$ cat src/logic/tfs_map.svh
// Register map, field positions, reset values and function codes
// Assumes: included by the package and by the top module of the block
`ifndef TFS_MAP_SVH
`define TFS_MAP_SVH

// ---------------------------------------------------------------
// Register byte offsets
// ---------------------------------------------------------------
`define TFS_OFF_CTRL_LOW 8'h00
`define TFS_OFF_CTRL_HIGH 8'h04
`define TFS_OFF_STATUS 8'h08
`define TFS_OFF_MASK 8'h0c
`define TFS_OFF_GR_B 8'h10
`define TFS_OFF_GR_C 8'h14
`define TFS_OFF_GR_D 8'h18

// ---------------------------------------------------------------
// Fields and reset values
// ---------------------------------------------------------------
`define TFS_SEL_HI_MSB 7
`define TFS_SEL_HI_LSB 4
`define TFS_SEL_LO_MSB 3
`define TFS_SEL_LO_LSB 0
`define TFS_CTRL_RST 8'h00
`define TFS_GR_RST 16'h0000
`define TFS_EVT_RST 3'h0
`define TFS_ST_MATCH_LSB 0
`define TFS_ST_CAPT_LSB 4
`define TFS_PSC_UNDIV 3'h0

// ---------------------------------------------------------------
// Channel indices
// ---------------------------------------------------------------
`define TFS_CH_B 0
`define TFS_CH_C 1
`define TFS_CH_D 2
`define TFS_NCH 3

// ---------------------------------------------------------------
// Function code bits
// ---------------------------------------------------------------
`define TFS_CODE_CAPT 3
`define TFS_CODE_INIT 2
`define TFS_CODE_CASC 2
`define TFS_CODE_BOTH 1
`define TFS_CODE_FALL 0

`endif

$ cat src/logic/tfs_pkg.sv
// Types shared by the function select block
// Assumes: the map header sits beside this file
package tfs_pkg;
`include "tfs_map.svh"

	// Four-bit function select code
	typedef logic [3:0] tfs_code_t;

	// Pin action at a compare match
	typedef enum logic [1:0] {
		TFS_ACT_OFF = 2'h0,
		TFS_ACT_LOW = 2'h1,
		TFS_ACT_HIGH = 2'h2,
		TFS_ACT_TGL = 2'h3
	} tfs_act_t;

	// Compare action held in the low two bits of a code
	function automatic tfs_act_t tfs_action(input tfs_code_t code);
		return tfs_act_t'(code[1:0]);
	endfunction : tfs_action

endpackage : tfs_pkg

$ cat src/logic/tfs_chan_if.sv
// Carrier between the top and one general register channel
// Assumes: one instance per general register
`timescale 1ns/1ps
interface tfs_chan_if #(parameter int CW = 16);
	import tfs_pkg::*;
	tfs_code_t code;
	logic blocked;
	logic run;
	logic [CW-1:0] counter;
	logic [CW-1:0] gen_val;
	logic tick_ok;
	logic rise;
	logic fall;
	logic capture;
	logic match;
	logic pin_o;
	logic pin_oe_n;

	modport top (output code, blocked, run, counter, gen_val, tick_ok,
		rise, fall, input capture, match, pin_o, pin_oe_n);
	modport chan (input code, blocked, run, counter, gen_val, tick_ok,
		rise, fall, output capture, match, pin_o, pin_oe_n);
endinterface : tfs_chan_if

$ cat src/logic/tfs_sync.sv
// Two-stage pin synchroniser with edge detection
// Assumes: pin_i may change at any time relative to pclk
`timescale 1ns/1ps
module tfs_sync (
	input wire logic pclk, // Peripheral clock
	input wire logic presetn, // Asynchronous reset, active low
	input wire logic pin_i, // Raw capture pin
	output logic rise, // One-cycle rising edge pulse
	output logic fall // One-cycle falling edge pulse
);
	import tfs_pkg::*;

	logic meta_q, meta_d;
	logic sync_q, sync_d;
	logic last_q, last_d;

	// Next values: only the second stage feeds the edge detector
	always_comb begin
		meta_d = pin_i;
		sync_d = meta_q;
		last_d = sync_q;
	end

	// Register stages
	always_ff @(posedge pclk or negedge presetn) begin
		if (!presetn) begin
			meta_q <= 1'b0;
			sync_q <= 1'b0;
			last_q <= 1'b0;
		end else begin
			meta_q <= meta_d;
			sync_q <= sync_d;
			last_q <= last_d;
		end
	end

	// Edges from synchronised samples
	assign rise = sync_q & ~last_q;
	assign fall = ~sync_q & last_q;

endmodule : tfs_sync

$ cat src/logic/tfs_chan.sv
// One general register: code decode, capture request, compare pin
// Assumes: counter and register value arrive through the carrier
`timescale 1ns/1ps
`include "tfs_map.svh"
module tfs_chan (
	input wire logic pclk, // Peripheral clock
	input wire logic presetn, // Asynchronous reset, active low
	tfs_chan_if.chan ch // Channel carrier
);
	import tfs_pkg::*;

	logic pin_q, pin_d;
	logic oe_n_q, oe_n_d;
	logic is_capt, edge_hit;

	// Decode, capture source and match
	always_comb begin
		is_capt = ch.code[`TFS_CODE_CAPT];
		if (ch.code[`TFS_CODE_BOTH])
			edge_hit = ch.rise | ch.fall;
		else if (ch.code[`TFS_CODE_FALL])
			edge_hit = ch.fall;
		else
			edge_hit = ch.rise;
		ch.capture = is_capt && !ch.blocked &&
			(ch.code[`TFS_CODE_CASC] ? ch.tick_ok : edge_hit);
		ch.match = !is_capt && !ch.blocked && ch.run &&
			(ch.counter == ch.gen_val);
	end

	// Pin level and enable next values
	always_comb begin
		pin_d = pin_q;
		oe_n_d = !(!is_capt && !ch.blocked &&
			tfs_action(ch.code) != TFS_ACT_OFF);
		if (!ch.run) begin
			pin_d = ch.code[`TFS_CODE_INIT];
		end else if (ch.match) begin
			unique case (tfs_action(ch.code))
				TFS_ACT_OFF: pin_d = pin_q;
				TFS_ACT_LOW: pin_d = 1'b0;
				TFS_ACT_HIGH: pin_d = 1'b1;
				TFS_ACT_TGL: pin_d = ~pin_q;
			endcase
		end
	end

	// Pin registers, updated the cycle after a match
	always_ff @(posedge pclk or negedge presetn) begin
		if (!presetn) begin
			pin_q <= 1'b0;
			oe_n_q <= 1'b1;
		end else begin
			pin_q <= pin_d;
			oe_n_q <= oe_n_d;
		end
	end

	assign ch.pin_o = pin_q;
	assign ch.pin_oe_n = oe_n_q;

endmodule : tfs_chan

$ cat src/logic/tfs_top.sv
// Timer channel 0 function select for general registers B, C and D
// Assumes: APB master on pclk; counter and channel 1 tick supplied
// from the timer core; pins are sampled through synchronisers
//
// Functional notes
// - Low control bits 7..4 hold the register D select, reset 0, RW.
// - Low control bits 3..0 hold the register C select, reset 0, RW.
// - Codes 0000-0011 compare with pin starting 0: off, 0, 1, toggle.
// - Codes 0100-0111 compare with pin starting 1: off, 0, 1, toggle.
// - Code 1000 captures on rise, 1001 on fall, 101X on both edges.
// - Codes 11XX capture on each count step of the channel 1 counter.
// - Undivided channel 1 prescale disables that cascade capture.
// - Buffer mode B makes register D a plain buffer with no function.
// - The high control B select uses the same codes on the B pin.
// - The initial pin level is driven only while the counter stops.
//
// Local design decisions: the APB register port and the register offsets.
`timescale 1ns/1ps
`include "tfs_map.svh"
module tfs_top #(
	parameter int CW = 16 // Counter and general register width
) (
	input wire logic pclk, // Peripheral clock
	input wire logic presetn, // Asynchronous reset, active low
	input wire logic psel, // APB select
	input wire logic penable, // APB enable
	input wire logic pwrite, // APB direction
	input wire logic [7:0] paddr, // APB byte address
	input wire logic [31:0] pwdata, // APB write data
	output logic [31:0] prdata, // APB read data
	output logic pready, // APB ready
	output logic pslverr, // APB error
	input wire logic [CW-1:0] ch0_counter, // Channel 0 counter
	input wire logic counter_run, // Channel 0 run bit
	input wire logic buffer_mode_b, // Register B/D buffer mode
	input wire logic [2:0] prescale_select, // Channel 1 prescale
	input wire logic ch1_count_tick, // Channel 1 counted up or down
	input wire logic [`TFS_NCH-1:0] pin_i, // Pins B, C, D in
	output logic [`TFS_NCH-1:0] pin_o, // Pins B, C, D out
	output logic [`TFS_NCH-1:0] pin_oe_n, // Low while driving
	output logic irq // Level interrupt
);
	import tfs_pkg::*;

	// ---------------------------------------------------------------
	// State
	// ---------------------------------------------------------------
	logic [7:0] ctrl_low_q, ctrl_low_d;
	logic [7:0] ctrl_high_q, ctrl_high_d;
	logic [`TFS_NCH-1:0] st_match_q, st_match_d;
	logic [`TFS_NCH-1:0] st_capt_q, st_capt_d;
	logic [`TFS_NCH-1:0] mk_match_q, mk_match_d;
	logic [`TFS_NCH-1:0] mk_capt_q, mk_capt_d;
	logic [CW-1:0] gr_q [`TFS_NCH];
	logic [CW-1:0] gr_d [`TFS_NCH];
	logic [31:0] rdata_q, rdata_d;
	logic err_q, err_d;

	logic setup, wr_acc;
	logic [`TFS_NCH-1:0] capt_ev, match_ev;
	logic [`TFS_NCH-1:0] rise, fall;
	tfs_code_t code [`TFS_NCH];
	logic tick_ok;

	tfs_chan_if #(.CW(CW)) ch_if [`TFS_NCH] ();

	// ---------------------------------------------------------------
	// Function select fields
	// ---------------------------------------------------------------
	always_comb begin
		code[`TFS_CH_B] = ctrl_high_q[`TFS_SEL_HI_MSB:`TFS_SEL_HI_LSB];
		code[`TFS_CH_C] = ctrl_low_q[`TFS_SEL_LO_MSB:`TFS_SEL_LO_LSB];
		code[`TFS_CH_D] = ctrl_low_q[`TFS_SEL_HI_MSB:`TFS_SEL_HI_LSB];
	end

	// Cascade tick valid only when channel 1 is prescaled
	assign tick_ok = ch1_count_tick &&
		(prescale_select != `TFS_PSC_UNDIV);

	// ---------------------------------------------------------------
	// Channels
	// ---------------------------------------------------------------
	for (genvar i = 0; i < `TFS_NCH; i++) begin : g_ch
		// Pin synchroniser
		tfs_sync u_sync (
			.pclk(pclk),
			.presetn(presetn),
			.pin_i(pin_i[i]),
			.rise(rise[i]),
			.fall(fall[i])
		);

		// Carrier drive
		assign ch_if[i].code = code[i];
		assign ch_if[i].blocked = (i == `TFS_CH_D) && buffer_mode_b;
		assign ch_if[i].run = counter_run;
		assign ch_if[i].counter = ch0_counter;
		assign ch_if[i].gen_val = gr_q[i];
		assign ch_if[i].tick_ok = tick_ok;
		assign ch_if[i].rise = rise[i];
		assign ch_if[i].fall = fall[i];

		// Decode and pin logic
		tfs_chan u_chan (
			.pclk(pclk),
			.presetn(presetn),
			.ch(ch_if[i])
		);

		assign capt_ev[i] = ch_if[i].capture;
		assign match_ev[i] = ch_if[i].match;
		assign pin_o[i] = ch_if[i].pin_o;
		assign pin_oe_n[i] = ch_if[i].pin_oe_n;
	end

	// ---------------------------------------------------------------
	// APB slave: data latched in setup, one wait-free access phase
	// ---------------------------------------------------------------
	assign setup = psel && !penable;
	assign wr_acc = psel && penable && pwrite;
	assign pready = psel && penable;
	assign prdata = rdata_q;
	assign pslverr = err_q;

	// Read mux and decode error, evaluated in the setup cycle
	always_comb begin
		rdata_d = rdata_q;
		err_d = err_q;
		if (setup) begin
			rdata_d = 32'h0000_0000;
			err_d = 1'b0;
			unique case (paddr)
				`TFS_OFF_CTRL_LOW: rdata_d[7:0] = ctrl_low_q;
				`TFS_OFF_CTRL_HIGH: rdata_d[7:0] = ctrl_high_q;
				`TFS_OFF_STATUS: begin
					rdata_d[`TFS_ST_MATCH_LSB +: `TFS_NCH] = st_match_q;
					rdata_d[`TFS_ST_CAPT_LSB +: `TFS_NCH] = st_capt_q;
				end
				`TFS_OFF_MASK: begin
					rdata_d[`TFS_ST_MATCH_LSB +: `TFS_NCH] = mk_match_q;
					rdata_d[`TFS_ST_CAPT_LSB +: `TFS_NCH] = mk_capt_q;
				end
				`TFS_OFF_GR_B: rdata_d[CW-1:0] = gr_q[`TFS_CH_B];
				`TFS_OFF_GR_C: rdata_d[CW-1:0] = gr_q[`TFS_CH_C];
				`TFS_OFF_GR_D: rdata_d[CW-1:0] = gr_q[`TFS_CH_D];
				default: err_d = 1'b1;
			endcase
		end
	end

	// ---------------------------------------------------------------
	// Register writes, capture loads and sticky events
	// ---------------------------------------------------------------
	always_comb begin
		ctrl_low_d = ctrl_low_q;
		ctrl_high_d = ctrl_high_q;
		mk_match_d = mk_match_q;
		mk_capt_d = mk_capt_q;
		st_match_d = st_match_q;
		st_capt_d = st_capt_q;
		for (int i = 0; i < `TFS_NCH; i++)
			gr_d[i] = gr_q[i];
		if (wr_acc) begin
			unique case (paddr)
				`TFS_OFF_CTRL_LOW: ctrl_low_d = pwdata[7:0];
				`TFS_OFF_CTRL_HIGH: ctrl_high_d = pwdata[7:0];
				`TFS_OFF_STATUS: begin
					st_match_d = st_match_q &
						~pwdata[`TFS_ST_MATCH_LSB +: `TFS_NCH];
					st_capt_d = st_capt_q &
						~pwdata[`TFS_ST_CAPT_LSB +: `TFS_NCH];
				end
				`TFS_OFF_MASK: begin
					mk_match_d = pwdata[`TFS_ST_MATCH_LSB +: `TFS_NCH];
					mk_capt_d = pwdata[`TFS_ST_CAPT_LSB +: `TFS_NCH];
				end
				`TFS_OFF_GR_B: gr_d[`TFS_CH_B] = pwdata[CW-1:0];
				`TFS_OFF_GR_C: gr_d[`TFS_CH_C] = pwdata[CW-1:0];
				`TFS_OFF_GR_D: gr_d[`TFS_CH_D] = pwdata[CW-1:0];
				default: ;
			endcase
		end
		// Hardware events win over a same-cycle clear or write
		st_match_d = st_match_d | match_ev;
		st_capt_d = st_capt_d | capt_ev;
		for (int i = 0; i < `TFS_NCH; i++)
			if (capt_ev[i])
				gr_d[i] = ch0_counter;
	end

	// Register update
	always_ff @(posedge pclk or negedge presetn) begin
		if (!presetn) begin
			ctrl_low_q <= `TFS_CTRL_RST;
			ctrl_high_q <= `TFS_CTRL_RST;
			mk_match_q <= `TFS_EVT_RST;
			mk_capt_q <= `TFS_EVT_RST;
			st_match_q <= `TFS_EVT_RST;
			st_capt_q <= `TFS_EVT_RST;
			for (int i = 0; i < `TFS_NCH; i++)
				gr_q[i] <= CW'(`TFS_GR_RST);
			rdata_q <= 32'h0000_0000;
			err_q <= 1'b0;
		end else begin
			ctrl_low_q <= ctrl_low_d;
			ctrl_high_q <= ctrl_high_d;
			mk_match_q <= mk_match_d;
			mk_capt_q <= mk_capt_d;
			st_match_q <= st_match_d;
			st_capt_q <= st_capt_d;
			for (int i = 0; i < `TFS_NCH; i++)
				gr_q[i] <= gr_d[i];
			rdata_q <= rdata_d;
			err_q <= err_d;
		end
	end

	// Interrupt while any unmasked status bit is set
	assign irq = |(st_match_q & mk_match_q) | |(st_capt_q & mk_capt_q);

endmodule : tfs_top

$ cat config.mk
export PLATFORM = sky130hd
export DESIGN_NAME = tfs_top
export DESIGN_NICKNAME = d
export VERILOG_FILES = /design/src/logic/tfs_pkg.sv /design/src/logic/tfs_chan_if.sv /design/src/logic/tfs_sync.sv /design/src/logic/tfs_chan.sv /design/src/logic/tfs_top.sv
export VERILOG_INCLUDE_DIRS = /design/src /design/src/logic
export SDC_FILE = /design/constraint.sdc
export NUM_CORES = 1
export LEC_CHECK = 0
export BUFFER_PORTS_ARGS = -buffer_cell sky130_fd_sc_hd__buf_2
export CORE_MARGIN = 2
export CORE_UTILIZATION = 40
export DETAILED_ROUTE_END_ITERATION = 8
export PLACE_DENSITY = 0.67
export SYNTH_ARGS = -nofsm -noshare
export SYNTH_HDL_FRONTEND = slang
export SYNTH_SLANG_ARGS = --single-unit
$ cat constraint.sdc
create_clock -name pclk -period 4.6 [get_ports pclk]
set_clock_uncertainty 0.15 [all_clocks]
set_input_delay 0.69 -clock pclk [delete_from_list [all_inputs] [get_ports pclk]]
set_output_delay 0.69 -clock pclk [all_outputs]
set_load 0.01 [all_outputs]
==> impl_metrics.py, run 1 <==
metrics = {
    "worst_setup_path": {
        "reg2reg_slack_ns": 2.18,
        "crit_path_start": "paddr[5]",
        "crit_cells": 7,
        "path_buf_inv": 2,
        "required_ns": 4.67,
        "critPathKind": "input pin to flop",
        "cp.arrival_ns": 2.99,
        "r2r_end": "g_ch[2].u_chan.ch.pin_o",
        "slowest_stage": "nand2_1",
        "r2r_cells": 5,
        "crit_path_end_kind": "flop",
        "crit_fanout": 16,
        "r2r_start": "ch_if[2].gen_val[11]",
        "worstPathCellList": "buf_2 -> nor3_1 -> and3_1 -> buf_4 -> nand2_1 -> mux2i_1 -> o21ai_0",
        "critPathLaunchType": "input pin",
        "critPathTopFamily": "simple AND/OR/NAND/NOR gates",
        "cp-endpoint": "ch_if[2].gen_val[15]",
        "critPathMaxStageDelay_ns": 0.63,
    },
    "place": {
        "place_ws_ns": 1.35,
        "place.gp.congestion": 0.927,
        "place_area_um2": 6380,
        "place_inst": 817,
        "hpwl_mm": 11.1,
        "io_buffer_count": 78,
    },
    "timing": {
        "setup_violations": 0,
        "drv_slew": 0,
        "relSlewSlack_pct": 31.6,
        "fin_crit_ns": 2.92,
        "worst_pin_slew_ns": 1.03,
        "period_share_pct": 63.5,
        "hold_viol": 0,
        "timing.setup.tns_ns": 0,
        "fin_ws_ns": 1.68,
        "rsz0062_at_grt": "no",
        "fmax_mhz": 342,
        "whs_ns": 0.201,
    },
    "power_and_ir_drop": {
        "intPower_mw": 1.48,
        "p_clk_share_pct": 36.1,
        "seqPwrFrac_pct": 51.8,
        "p_sw_share_pct": 27.9,
        "switching_power_uw": 571,
        "p_per_area_nw_per_um2": 308,
        "power_mw": 2.05,
        "p_leak_nw": 3.53,
        "pwr-share-comb_pct": 12.1,
        "ir_worst_vdd_uv": 175,
    },
    "global_route": {
        "grt_pass1_wl_mm": 24.9,
        "grt_max_degree": 82,
        "grt_usage_pct": 20.1,
        "grt-busiest-layer": "met2",
        "grt_pass1_vias": 4647,
        "use_met3_pct": 5.61,
        "grtUsageMet1_pct": 25.5,
        "antenna_found_initial": 2,
        "met2_usage_pct": 32.5,
        "grt_overflow": 0,
    },
    "logic_synthesis": {
        "synth_ff_type": "dfrtp_1",
        "synth_edf_count": 0,
        "syn_avg_cell_area_um2": 9.99,
        "synthCells": 597,
        "synth_async_sr_flop_share_pct": 100,
        "ys_seq_area_share_pct": 45.4,
        "yosysWarnings": 0,
        "yosysUniqueCellTypes": 51,
        "netlist_area_um2": 5960,
        "ys_ff_latch": 108,
    },
    "final_layout": {
        "drive_gt1_share_pct": 21.7,
        "finalNonFillerCells": 833,
        "finalNetCount": 720,
        "design_area_um2": 6650,
        "post-route-util_pct": 45.8,
        "area_delta_synth_final_pct": 11.6,
        "antenna_cells": 0,
    },
    "floorplanning": {
        "io-pin-count": 111,
        "coreArea_um2": 14500,
        "die_x_um": 126,
        "start_util_pct": 41.0,
        "fp.dieH_um": 126,
        "placementRows": 44,
        "dieArea_um2": 15900,
    },
    "clocking": {
        "numCtsBuffers": 9,
        "cts_tree": "yes",
        "cts.path.max_buffers": 2,
        "cts_sinks": 108,
        "path_clk_slew_ns": 0.07,
        "cts_hold_buffers": 0,
        "cts_setup_buffers": 0,
        "ctsHtreeMaxLevel": 3,
        "insertion_delay_ns": 0.36,
        "cts-resized-gates": 0,
        "cts-root-buf": "clkbuf_16",
    },
    "route": {
        "drt_first_pass_iters": 5,
        "drcViolationCount": 0,
        "avgRoutedWirePerCell_um": 19.0,
        "viasPerCell": 5.65,
        "vias": 4704,
        "wirelength_mm": 15.8,
        "drtIter0Drc": 436,
        "ant_nets": 0,
    },
    "hold_path": {
        "min_path_type": "flop to flop",
        "whs_path_depth": 0,
    },
    "status": {
        "status": "finished clean",
    },
    "flow_run": {
        "cap_violations": 0,
    },
}
cells in the final DEF (no fill, tap or decap), types with 9 or more instances in the layout:
cell	instances
nor4_1	13
mux2_2	24
nand2_1	46
nor2_1	47
conb_1	16
inv_1	10
clkbuf_16	9
a21o_1	9
a22oi_1	19
buf_2	77
a21oi_1	41
o21ai_0	30
xor2_1	48
dfrtp_1	105
buf_4	10
mux2i_1	58
how the worst min path moves through the flow:
stage	start	end
after global routing	g_ch[2].u_sync.meta_q	g_ch[2].u_sync.last_d
after detailed placement	g_ch[2].u_sync.meta_q	g_ch[2].u_sync.last_d
after global placement	g_ch[2].u_sync.meta_q	g_ch[2].u_sync.last_d
final	g_ch[2].u_sync.meta_q	g_ch[2].u_sync.last_d
after floorplan	g_ch[0].u_sync.meta_q	g_ch[0].u_sync.last_d
after CTS	g_ch[2].u_sync.meta_q	g_ch[2].u_sync.last_d
registers in the layout (all words and copies together) (netlist names):
| register | cells |
|---|---|
| ch_if.gen_val | 48 |
| prdata | 16 |
| ctrl_high_q | 8 |
| ctrl_low_q | 8 |
| g_ch.u_chan.ch.pin_o | 3 |
| g_ch.u_chan.ch.pin_oe_n | 3 |
| g_ch.u_sync.last_d | 3 |
| g_ch.u_sync.last_q | 3 |
| g_ch.u_sync.meta_q | 3 |
| mk_capt_q | 3 |
| mk_match_q | 3 |
| st_capt_q | 3 |
| st_match_q | 3 |
| pslverr | 1 |
Yosys cell counts (all sizes together) (4+ instances only):
cell type  number  share of area (%)
nand3           5               0.42
and2            6               0.63
xor2           48                7.0
a31oi           7               0.73
a22oi          19                2.4
a211oi          6               0.76
mux2           24                4.5
o21ai          32                2.7
dfrtp         105                 44
ha              6                1.3
mux2i          58                9.7
buf            37                3.9
inv            10               0.63
nor2           48                3.1
a21o            9                1.1
o22ai           4               0.42
nand2          48                3.1
a21oi          42                3.5
nor4           13                1.4
and3            4               0.42
clkbuf         29                1.8
logic make-up after synthesis:
kind of cell,synth area share [%]
and+or+nand+nor,11.3
AOI/OAI and AO/OA,14.2
DFF,45.4
muxes,14.3
buffers and inverters,6.40
xor gates and xnor gates,7.05
adders and majority gates,1.26
other,0.0629
layer usage:
metal	vias to the layer above	part of all wire (%)
li1	2160	-
met1	2334	42
met2	168	48
met3	38	7.1
met4	4	2.9
met5	-	0.13
power groups by stage:
stage	registers, mW	logic (mW)	clock network [mW]
floorplan	1.07	0.162	0
CTS	1.06	0.249	0.750
finish	1.06	0.248	0.741
global route	1.07	0.276	0.789
global placement	1.07	0.239	0
detailed placement	1.08	0.247	0
cell type report:
class / instances / area (um2)
clock buffer: 9 / 225
clock inverter: 7 / 51.3
fill: 1381 / 7880
inverter: 10 / 37.5
multi-input combinational: 428 / 2940
sequential: 108 / 2710
tap: 184 / 230
timing repair buffer: 87 / 460
Note: power is estimated with default switching activity, not from simulation.
==> inputs of run 2 (changes only) <==
Settings changed: PLACE_DENSITY 0.67 to 0.69.
Clock period 4.6 ns to 2.4 ns, I/O delays scaled along.
==> impl_metrics.py, run 2 (synthesis results as in run 1) <==
metrics = {
    "status": {
        "status": "finished clean",
    },
    "floorplanning": {
        "io-pin-count": 111,
        "start_util_pct": 41.0,
        "placementRows": 44,
        "die_x_um": 126,
        "dieArea_um2": 15900,
        "coreArea_um2": 14500,
        "fp.dieH_um": 126,
    },
    "timing": {
        "drv_slew": 0,
        "rsz0062_at_grt": "no",
        "period_share_pct": 96.7,
        "relSlewSlack_pct": 53.5,
        "hold_viol": 0,
        "fmax_mhz": 431,
        "setup_violations": 0,
        "fin_crit_ns": 2.32,
        "worst_pin_slew_ns": 0.698,
    },
    "route": {
        "vias": 4733,
        "drtIter0Drc": 563,
        "wirelength_mm": 16.3,
        "ant_nets": 0,
        "avgRoutedWirePerCell_um": 19.0,
        "viasPerCell": 5.50,
        "drt_first_pass_iters": 6,
        "drcViolationCount": 0,
    },
    "global_route": {
        "grt_pass1_wl_mm": 26.0,
        "grt_usage_pct": 21.0,
        "grt_max_degree": 55,
        "antenna_found_initial": 1,
        "grt_overflow": 0,
        "grt_pass1_vias": 4769,
    },
    "place": {
        "io_buffer_count": 78,
        "place_inst": 839,
        "place.gp.congestion": 0.918,
        "hpwl_mm": 11.8,
    },
    "final_layout": {
        "finalNonFillerCells": 860,
        "largest_reg_flops": 48,
        "mostFrequentLayoutCells": "dfrtp_1 (105), buf_2 (77), mux2i_1 (58), xor2_1 (48), nor2_1 (47)",
        "drive_gt1_share_pct": 24.3,
        "area_delta_synth_final_pct": 16.1,
        "finalNetCount": 746,
        "post-route-util_pct": 47.6,
        "final_common_cell": "dfrtp_1",
    },
    "worst_setup_path": {
        "required_ns": 2.53,
        "cp.arrival_ns": 2.45,
        "crit_fanout": 3,
        "critPathLaunchType": "flop",
        "critPathKind": "flop to flop",
        "crit_path_end_kind": "flop",
    },
    "clocking": {
        "ctsHtreeMaxLevel": 3,
        "numCtsBuffers": 9,
        "cts_setup_buffers": 0,
        "path_clk_slew_ns": 0.08,
        "insertion_delay_ns": 0.36,
        "cts-root-buf": "clkbuf_16",
        "cts_sinks": 108,
        "cts_tree": "yes",
        "cts.path.max_buffers": 2,
    },
    "power_and_ir_drop": {
        "ir_worst_vdd_uv": 359,
        "power_mw": 4.14,
        "p_leak_nw": 3.68,
        "p_per_area_nw_per_um2": 598,
    },
    "hold_path": {
        "min_path_type": "input pin to flop",
    },
    "flow_run": {
        "cap_violations": 0,
    },
}
==> run 2: changes by cell type in the layout (fill, tap and decap cells not counted) <==
| cell | delta |
|---|---|
| buf_4 | +21 |
| dlygate4sd3_1 | +4 |
| clkinv_2 | -2 |
| clkinv_4 | -2 |
| inv_8 | +2 |
| buf_12 | +1 |
| bufinv_16 | +1 |
| clkbuf_8 | +1 |
| clkinvlp_4 | -1 |
| diode_2 | +1 |
| inv_6 | +1 |
| nor4_1 | -1 |
| nor4_2 | +1 |
==> run 2: final cells by class <==
class                   instances  area [um2]
flip-flops and latches        108        2710
clock inverters                 6        77.6
fillers                      1343        7610
well taps                     184         230
diodes                          1        2.50
clock buffers                  10         239
multi-input cells             428        2950
repair buffers                113         678
inverters                      10        37.5
==> run 2: report_power, final <==
group	internal, mW	switching, mW	total [mW]
registers	1.93	0.104	2.04
logic	0.212	0.290	0.502
clock network	0.861	0.740	1.60
total	3.00	1.13	4.14
==> run 2: path summary, 6_finish.rpt <==
path                       slack, ns                  start                       to  cells after the start
hold / removal                  0.13          buffer_mode_b            st_match_q[2]                      4
setup / recovery                0.08   ch_if[2].gen_val[14]  g_ch[2].u_chan.ch.pin_o                      7
setup reg to reg                0.08   ch_if[2].gen_val[14]  g_ch[2].u_chan.ch.pin_o                      7
max in group asynchronous       0.98                presetn     ch_if[0].gen_val[14]                      3
min in group asynchronous       0.42                presetn    g_ch[0].u_sync.meta_q                      2
hold reg to reg                 0.20  g_ch[2].u_sync.meta_q    g_ch[2].u_sync.last_d                      0
==> run 2: critical path, cell delays in order (launching register included) <==
cell,delay (ns)
dfrtp_1,0.42
xor2_1,0.17
nor4_2,0.39
buf_4,0.18
nand4_1,0.08
buf_4,0.18
or4_1,0.47
a31oi_1,0.20
==> run 2: metal layers <==
| metal | vias to the layer above | wire length, um | track usage, % |
|---|---|---|---|
| li1 | 2203 | - | - |
| met1 | 2355 | 7400 | 28.8 |
| met2 | 151 | 7840 | 33.9 |
| met3 | 24 | 824 | 3.61 |
| met4 | 0 | 285 | 6.92 |
| met5 | - | 0 | 0 |
==> run 2: through the flow <==
stage	TNS [ns]	hold WS [ns]	setup slack (ns)	cell area, um2
floorplan	0	-0.0856	0.164	6020
global placement	-0.0405	0.183	-0.0405	6560
detailed placement	-0.0203	0.185	-0.0191	6560
CTS	0	0.133	0.0341	6910
global route	0	0.159	0.00767	6920
finish	0	0.134	0.0782	6920
==> run 2: what timing repair did <==
item                                    in CTS  in global routing
resized for setup                            0                  1
endpoints found under the setup margin       0                  1
hold buffers                                 4                  0
hold endpoints to repair                    51                  0
